<file path="config.mk">
export PLATFORM = sky130hd
export DESIGN_NAME = report_scheduler
export DESIGN_NICKNAME = d
export VERILOG_FILES = /design/src/design/report_pkg.sv /design/src/design/pin_sync.sv /design/src/design/report_scheduler.sv
export SDC_FILE = /design/constraint.sdc
export NUM_CORES = 1
export LEC_CHECK = 0
export BUFFER_PORTS_ARGS = -buffer_cell sky130_fd_sc_hd__buf_2
export CAP_MARGIN = 20
export CORE_ASPECT_RATIO = 1.2
export CORE_MARGIN = 4
export CORE_UTILIZATION = 45
export CTS_CLUSTER_SIZE = 30
export DETAILED_ROUTE_END_ITERATION = 6
export MAX_ROUTING_LAYER = met4
export PLACE_DENSITY = 0.69
export SYNTH_ARGS = -nofsm -noshare
export SYNTH_HDL_FRONTEND = slang
export SYNTH_SLANG_ARGS = --single-unit
export TNS_END_PERCENT = 20
</file>
<file path="constraint.sdc">
create_clock -name mclk -period 4.48 [get_ports mclk]
set_input_delay 0.448 -clock mclk [delete_from_list [all_inputs] [get_ports mclk]]
set_output_delay 0.448 -clock mclk [all_outputs]
set_load 0.01 [all_outputs]
</file>
<file path="src/design/report_pkg.sv">
// Package with constants for the hardcopy report scheduler
package report_pkg;
	// Register offsets (word addresses on the plain register port)
	localparam logic [3:0] ADDR_CONFIG = 4'h0;
	localparam logic [3:0] ADDR_INTERVAL = 4'h1;
	localparam logic [3:0] ADDR_STATUS = 4'h2;
	localparam logic [3:0] ADDR_ELAPSED = 4'h3;
	localparam logic [3:0] ADDR_SEQUENCE = 4'h4;
	localparam logic [3:0] ADDR_COMMAND = 4'h5;
	// Config and command field positions
	localparam int CFG_IFACE_LSB = 0;
	localparam int CFG_MEAS_DISP = 2;
	localparam int CFG_STAT_DISP = 3;
	localparam int CFG_STAT_EN = 4;
	localparam int CFG_INT_EXTERNAL_TRIGGER_INPUT = 5;
	localparam int CMD_KEY_PRINT = 0;
	localparam int CMD_KEY_EXTERNAL_TRIGGER_INPUT = 1;
	// Interface choices
	localparam logic [1:0] IFACE_SERIAL = 2'h0;
	localparam logic [1:0] IFACE_PARALLEL = 2'h1;
	localparam logic [1:0] IFACE_PRINTER = 2'h2;
	// Reset values and limits
	localparam logic [7:0] CONFIG_RESET = 8'h04;
	localparam logic [11:0] INTERVAL_RESET = 12'h000;
	localparam logic [11:0] INTERVAL_MAX = 12'he10;
	localparam logic [14:0] SEQ_FIRST = 15'h0001;
	localparam logic [14:0] SEQ_LAST = 15'h7530;
	localparam logic [6:0] HOURS_WRAP = 7'h64;
	localparam logic [5:0] SIXTY = 6'h3c;
	// Timing
	localparam int CLK_HZ = 10_000_000;
	localparam int TICK_SECONDS = 1;
	localparam int TICK_CYCLES = CLK_HZ * TICK_SECONDS;
	// Report kinds
	typedef enum logic [2:0] {
		KIND_VALUE = 3'h0,
		KIND_INTERVAL = 3'h1,
		KIND_STATS = 3'h2,
		KIND_COUNT_ONLY = 3'h3,
		KIND_STATS_ONE = 3'h4
	} report_kind_t;
endpackage : report_pkg

</file>
<file path="src/design/pin_sync.sv">
// Two-stage synchroniser with falling edge detect for an active-low pin
`timescale 1ns/1ps
module pin_sync (
	// Clock and reset
	input wire logic mclk,
	input wire logic rst_n,
	// Pin and pulse
	input wire logic pin_n,
	output logic fall_pulse
);
	logic meta_q;
	logic sync_q;
	logic last_q;

	always_ff @(posedge mclk) begin
		if (!rst_n) begin
			meta_q <= 1'b1;
			sync_q <= 1'b1;
			last_q <= 1'b1;
			fall_pulse <= 1'b0;
		end else begin
			meta_q <= pin_n;
			sync_q <= meta_q;
			last_q <= sync_q;
			fall_pulse <= last_q & ~sync_q;
		end
	end
endmodule : pin_sync

</file>
<file path="src/design/report_scheduler.sv">
// Hardcopy report scheduler: decides when reports go to the printer
`timescale 1ns/1ps
module report_scheduler
	import report_pkg::*;
#(
	parameter int TICK_LEN = TICK_CYCLES
) (
	// Clock and reset
	input wire logic mclk,
	input wire logic rst_n,
	// Register port
	input wire logic [3:0] reg_addr,
	input wire logic [15:0] reg_wdata,
	input wire logic reg_wr,
	input wire logic reg_rd,
	output logic [15:0] reg_rdata,
	// External control pins, active low
	input wire logic print_req_n,
	input wire logic external_trigger_input_n,
	// Statistics state from the statistics unit
	input wire logic [14:0] valid_count,
	// Report request to the text formatter
	output logic report_strobe,
	output logic [2:0] report_kind,
	output logic [14:0] report_seq,
	output logic [6:0] stamp_hours,
	output logic [5:0] stamp_minutes,
	output logic [5:0] stamp_seconds,
	output logic stat_add_strobe,
	output logic interval_active
);
	logic [7:0] config_q;
	logic [11:0] interval_q;
	logic [31:0] tick_cnt_q;
	logic tick_q;
	logic [11:0] countdown_q;
	logic [6:0] hours_q;
	logic [5:0] minutes_q;
	logic [5:0] seconds_q;
	logic [6:0] hours_d;
	logic [5:0] minutes_d;
	logic [5:0] seconds_d;
	logic [14:0] seq_q;
	logic pin_print;
	logic pin_external_trigger_input;
	logic key_print;
	logic key_external_trigger_input;
	logic print_req;
	logic external_trigger_input_req;
	logic printer_sel;
	logic meas_disp;
	logic stat_disp;
	logic expire;
	logic fire;
	report_kind_t kind_d;

	typedef enum logic [0:0] {
		ST_IDLE = 1'b0,
		ST_RUN = 1'b1
	} run_state_t;
	run_state_t state_q;

	pin_sync u_print_sync (
		.mclk(mclk),
		.rst_n(rst_n),
		.pin_n(print_req_n),
		.fall_pulse(pin_print)
	);

	pin_sync u_external_trigger_input_sync (
		.mclk(mclk),
		.rst_n(rst_n),
		.pin_n(external_trigger_input_n),
		.fall_pulse(pin_external_trigger_input)
	);

	assign key_print = reg_wr && reg_addr == ADDR_COMMAND &&
		reg_wdata[CMD_KEY_PRINT];
	assign key_external_trigger_input = reg_wr && reg_addr == ADDR_COMMAND &&
		reg_wdata[CMD_KEY_EXTERNAL_TRIGGER_INPUT];
	// allows the print pin to be fed by measurement done; any fall counts
	assign print_req = key_print | pin_print;
	assign external_trigger_input_req = key_external_trigger_input | pin_external_trigger_input;
	assign printer_sel =
		config_q[CFG_IFACE_LSB +: 2] == IFACE_PRINTER;
	assign meas_disp = config_q[CFG_MEAS_DISP];
	assign stat_disp = config_q[CFG_STAT_DISP];
	assign expire = state_q == ST_RUN && tick_q &&
		countdown_q == 12'h001;

	// Configuration registers
	always_ff @(posedge mclk) begin
		if (!rst_n) begin
			config_q <= CONFIG_RESET;
			interval_q <= INTERVAL_RESET;
		end else if (reg_wr) begin
			if (reg_addr == ADDR_CONFIG)
				config_q <= reg_wdata[7:0];
			// Out-of-range values are refused so the countdown stays bounded
			if (reg_addr == ADDR_INTERVAL &&
				reg_wdata[11:0] <= INTERVAL_MAX &&
				reg_wdata[15:12] == 4'h0)
				interval_q <= reg_wdata[11:0];
		end
	end

	// Run state of interval reporting
	always_ff @(posedge mclk) begin
		if (!rst_n) begin
			state_q <= ST_IDLE;
		end else begin
			unique case (state_q)
				ST_IDLE: begin
					if (print_req && meas_disp && printer_sel &&
						interval_q != 12'h000)
						state_q <= ST_RUN;
				end
				ST_RUN: begin
					if (!meas_disp || !printer_sel)
						state_q <= ST_IDLE;
					else if (interval_q == 12'h000)
						state_q <= ST_IDLE;
					else if (print_req)
						state_q <= ST_IDLE;
				end
			endcase
		end
	end

	// One-second tick, restarted when interval reporting starts
	always_ff @(posedge mclk) begin
		if (!rst_n) begin
			tick_cnt_q <= 32'h0;
			tick_q <= 1'b0;
		end else if (state_q == ST_IDLE) begin
			tick_cnt_q <= 32'h0;
			tick_q <= 1'b0;
		end else if (tick_cnt_q == 32'(TICK_LEN - 1)) begin
			tick_cnt_q <= 32'h0;
			tick_q <= 1'b1;
		end else begin
			tick_cnt_q <= tick_cnt_q + 32'h1;
			tick_q <= 1'b0;
		end
	end

	// Interval countdown
	always_ff @(posedge mclk) begin
		if (!rst_n) begin
			countdown_q <= 12'h000;
		end else if (state_q == ST_IDLE) begin
			countdown_q <= interval_q;
		end else if (tick_q) begin
			if (countdown_q == 12'h001)
				countdown_q <= interval_q;
			else
				countdown_q <= countdown_q - 12'h001;
		end
	end

	// Elapsed time after this edge, hh:mm:ss
	always_comb begin
		seconds_d = seconds_q;
		minutes_d = minutes_q;
		hours_d = hours_q;
		if (tick_q) begin
			if (seconds_q == SIXTY - 6'h01) begin
				seconds_d = 6'h00;
				if (minutes_q == SIXTY - 6'h01) begin
					minutes_d = 6'h00;
					if (hours_q == HOURS_WRAP - 7'h01)
						hours_d = 7'h00;
					else
						hours_d = hours_q + 7'h01;
				end else begin
					minutes_d = minutes_q + 6'h01;
				end
			end else begin
				seconds_d = seconds_q + 6'h01;
			end
		end
	end

	// Elapsed time registers, cleared while idle so a new run starts at zero
	always_ff @(posedge mclk) begin
		if (!rst_n || state_q == ST_IDLE) begin
			hours_q <= 7'h00;
			minutes_q <= 6'h00;
			seconds_q <= 6'h00;
		end else begin
			hours_q <= hours_d;
			minutes_q <= minutes_d;
			seconds_q <= seconds_d;
		end
	end

	// Decide whether a report goes out this cycle and of what kind
	always_comb begin
		fire = 1'b0;
		kind_d = KIND_VALUE;
		if (printer_sel) begin
			if (expire) begin
				fire = 1'b1;
				kind_d = KIND_INTERVAL;
			end else if (print_req && stat_disp) begin
				fire = 1'b1;
				if (valid_count == 15'h0000)
					kind_d = KIND_COUNT_ONLY;
				else if (valid_count == 15'h0001)
					kind_d = KIND_STATS_ONE;
				else
					kind_d = KIND_STATS;
			end else if (print_req && meas_disp &&
				interval_q == 12'h000) begin
				fire = 1'b1;
				kind_d = KIND_VALUE;
			end else if (external_trigger_input_req && meas_disp &&
				config_q[CFG_STAT_EN] && config_q[CFG_INT_EXTERNAL_TRIGGER_INPUT]) begin
				fire = 1'b1;
				kind_d = KIND_VALUE;
			end
		end
	end

	// Sequence count of value and interval reports
	always_ff @(posedge mclk) begin
		if (!rst_n) begin
			seq_q <= SEQ_FIRST;
		end else if (fire && kind_d != KIND_STATS &&
			kind_d != KIND_STATS_ONE && kind_d != KIND_COUNT_ONLY) begin
			if (seq_q == SEQ_LAST)
				seq_q <= SEQ_FIRST;
			else
				seq_q <= seq_q + 15'h0001;
		end
	end

	// Report outputs; the printer needs no handshake so a strobe suffices
	always_ff @(posedge mclk) begin
		if (!rst_n) begin
			report_strobe <= 1'b0;
			report_kind <= 3'h0;
			report_seq <= SEQ_FIRST;
			stamp_hours <= 7'h00;
			stamp_minutes <= 6'h00;
			stamp_seconds <= 6'h00;
			stat_add_strobe <= 1'b0;
			interval_active <= 1'b0;
		end else begin
			report_strobe <= fire;
			if (fire) begin
				report_kind <= kind_d;
				report_seq <= seq_q;
				// An expiry falls on a tick, so the stamp counts that second
				stamp_hours <= hours_d;
				stamp_minutes <= minutes_d;
				stamp_seconds <= seconds_d;
			end
			stat_add_strobe <= external_trigger_input_req && config_q[CFG_STAT_EN] &&
				config_q[CFG_INT_EXTERNAL_TRIGGER_INPUT];
			interval_active <= state_q == ST_RUN;
		end
	end

	// Register read port
	always_ff @(posedge mclk) begin
		if (!rst_n) begin
			reg_rdata <= 16'h0000;
		end else if (reg_rd) begin
			unique case (reg_addr)
				ADDR_CONFIG: reg_rdata <= {8'h00, config_q};
				ADDR_INTERVAL: reg_rdata <= {4'h0, interval_q};
				ADDR_STATUS: reg_rdata <= {15'h0000, state_q == ST_RUN};
				ADDR_ELAPSED: reg_rdata <= {3'h0, hours_q[6:0],
					seconds_q};
				ADDR_SEQUENCE: reg_rdata <= {1'b0, seq_q};
				default: reg_rdata <= 16'h0000;
			endcase
		end else begin
			reg_rdata <= 16'h0000;
		end
	end
endmodule : report_scheduler

</file>
==> results.tsv <==
metric	value	unit
outcome	completed	
Reg2Reg Setup Slack	1.84	ns
Storage cell area	0.00326	mm²
post-synthesis cell count	833	
Net Sw Frac	20.4	%
gp weighted congestion	0.914	
MaxCap Viol Count	0	
GRT Util Overall	21.4	%
die area	0.0181	mm²
Hold EP	u_external_trigger_input_sync.meta_q	
Non-Filler Instances	1133	
met3 wire length	1000	µm
vias	6388	
share of layout cells above drive strength 1	16.3	%
FP Rows	50	
CTS tree	yes	
Max Freq	378	MHz
Final period util	59.0	%
count of input and output buffers	95	
initial core utilization	45.9	%
Post-synth top flop	dfxtp_1	
critical path type	reg2reg	
routed length on met1	7920	µm
syn_nets	882	
min cycle time layout	2.64	ns
Syn. warnings	0	
post_cts resized	0	
CTS max path bufs	2	
Peak supply drop	259	µV
placed cells	1103	
Vias/cell	5.64	
internal power	2.40	mW
Setup crit end kind	flop	
clk sinks	163	
setup TNS	0	ns
io pins	97	
Routed WL per cell	16.1	µm
Worst slew margin	31.9	%
Worst R2R Path Depth	7	
Area growth, synth to finish	16.8	%
combinational share of power	2.4	%
synthesized area per cell	8.62	µm²
FF-to-FF Start	countdown_q[0]	
PwrDens	359	mW/mm²
DP Wirelength	13200	µm
Synth Register Bits	163	
total grt overflow	0	
Clock transition at path regs	0.06	ns
DRT antenna net count	0	
worst path arrival time	2.97	ns
Hold Crit Class	in2reg	
clk_skew	0.00840	ns
WHS	0.204	ns
final count of hold timing violations	0	
# fillers	1487	
H-tree levels	4	
antenna violations before repair	0	
Final Max Slew Viols	0	
multi-input logic area	0.00367	mm²
Routed WL	18300	µm
largest net degree at the start of global routing	39	
Final setup viols	0	
cts bufs inserted	17	
most common cell after layout, fill and taps aside	dfxtp_1	
Slowest cell on crit path	a31oi_4	
CP max stage delay	0.79	ns
die width	123	µm
sequential-to-total area share from yosys stat	45.4	%
number of global-route vias before repair	6014	
Critical Path, Cell by Cell	ha_1 -> nor2b_1 -> nand4_1 -> or2_1 -> a31oi_4 -> nor2_1 -> a211oi_1	
Sw Pwr	0.615	mW
Netlist cell types	70	
setup bufs post-CTS	0	
CTS Root Cell	clkbuf_16	
Core Box Area	0.0156	mm²
hold buffers post-CTS	0	
first-pass GRT wire length	30300	µm
reg2reg end	stamp_seconds[4]	
worst skew pair latency	0.43	ns
Final Util	53.6	%
Lkg Pwr	2.95	nW
Chip Height	146	µm
critical path startpoint category	flop	
top layer in use	met4	
worst-path fanout max	38	
# nets final	963	
Required @ worst endpoint	4.81	ns
DR iter-0 viols	495	
Slew @ Worst Pin	1.02	ns
Post-synth ARST share	0	%
met2 routed WL	8970	µm
antenna cell count	0	
most frequent cells in the layout	163 x dfxtp_1, 112 x nor2_1, 96 x nand2_1	
Synth Cell Area	0.00718	mm²
Clk pwr share	49.3	%
DRC viols	0	
unrepaired setup endpoints after global routing	false	
Worst Hold Launch	external_trigger_input_n	
WHS Path Cells	2	
Post-synth EDFFs	0	
sequential fraction of design power	48.3	%
drt first pass iters	7	
[flip-flops by register name, summed over array words and instances, names as in the netlist, 7 cells and up]
register	count
tick_cnt_q	32
countdown_q	12
reg_rdata	15
report_seq	15
interval_q	12
hours_q	7
seq_q	15
stamp_hours	7
config_q	8
[worst max-delay path: cells and delay by family (launching register included)]
kind,cells,cell delay [ns]
adders and majority gates,1,0.17
AOI/OAI and AO/OA,2,1.04
and+or+nand+nor,4,0.89
DFF,1,0.43
[cell families (layout without fill, tap and decap cells)]
logic type	count (synthesis)	after routing	synth area share, %
flip-flops	163	163	45.4
AO/OA/AOI/OAI	165	165	15.8
other	1	1	0.0522
buffers and inverters	57	149	3.69
AND/OR/NAND/NOR	385	385	26.8
XOR/XNOR	39	39	4.76
adder cells (fa/ha/maj)	8	8	1.39
multiplexers	15	15	2.09
[synth_stat cells, types with 8 or more instances]
cell type | number | area share (%)
nand2b_1 | 10 | 0.87
o41ai_1 | 8 | 0.98
xor2_1 | 26 | 3.2
clkbuf_1 | 25 | 1.3
and3_1 | 9 | 0.78
a21oi_1 | 59 | 4.1
ha_1 | 8 | 1.4
mux2i_1 | 15 | 2.1
a222oi_1 | 11 | 1.5
xnor2_1 | 13 | 1.6
inv_1 | 15 | 0.78
nor3_1 | 23 | 1.6
nor4_1 | 10 | 0.87
a211oi_1 | 13 | 1.4
nand2_1 | 96 | 5.0
nor2_1 | 112 | 5.9
o21ai_0 | 23 | 1.6
a22oi_1 | 10 | 1.0
dfxtp_1 | 163 | 45
nand4_1 | 20 | 1.7
buf_2 | 8 | 0.56
or4_1 | 8 | 0.84
nand3_1 | 43 | 3.0
[routing by layer]
layer	global-route usage [%]	vias to the layer above
met5	-	-
met4	7.76	0
met3	4.07	32
met2	34.4	206
met1	26.8	2974
li1	-	3176
[cell type report]
cell class | count | area share, %
multi-input combinational | 613 | 43.8
sequential | 163 | 38.9
timing repair buffer | 103 | 6.38
clock buffer | 19 | 5.16
tap | 208 | 3.10
clock inverter | 11 | 1.94
inverter | 16 | 0.716
[power by group through the flow]
stage	registers [mW]	logic (mW)	clock network, mW
after floorplan	1.49	0.0359	0
after global placement	1.49	0.0712	0
after detailed placement	1.49	0.0719	0
after CTS	1.46	0.0721	1.51
after global routing	1.46	0.0790	1.57
final	1.46	0.0718	1.49
[through the flow]
stage	worst slack (ns)	total power, mW	area [µm²]
2_1_floorplan	2.49	1.52	7180
6_report	1.84	3.01	8390
3_5_place_dp	1.80	1.56	7790
4_1_cts	1.83	3.04	8390
3_3_place_gp	1.94	1.56	7790
5_1_grt	1.49	3.11	8390
[worst max-delay path by stage]
stage | from | endpoint | depth (start not counted)
global placement | reg_wr | report_kind[0] | 8
CTS | countdown_q[5] | stamp_minutes[2] | 6
global route | countdown_q[5] | stamp_hours[5] | 6
finish | countdown_q[0] | stamp_seconds[4] | 7
floorplan | reg_addr[3] | seq_q[2] | 7
detailed placement | reg_wr | stamp_seconds[0] | 7
Power figures use the tool's default switching activity.
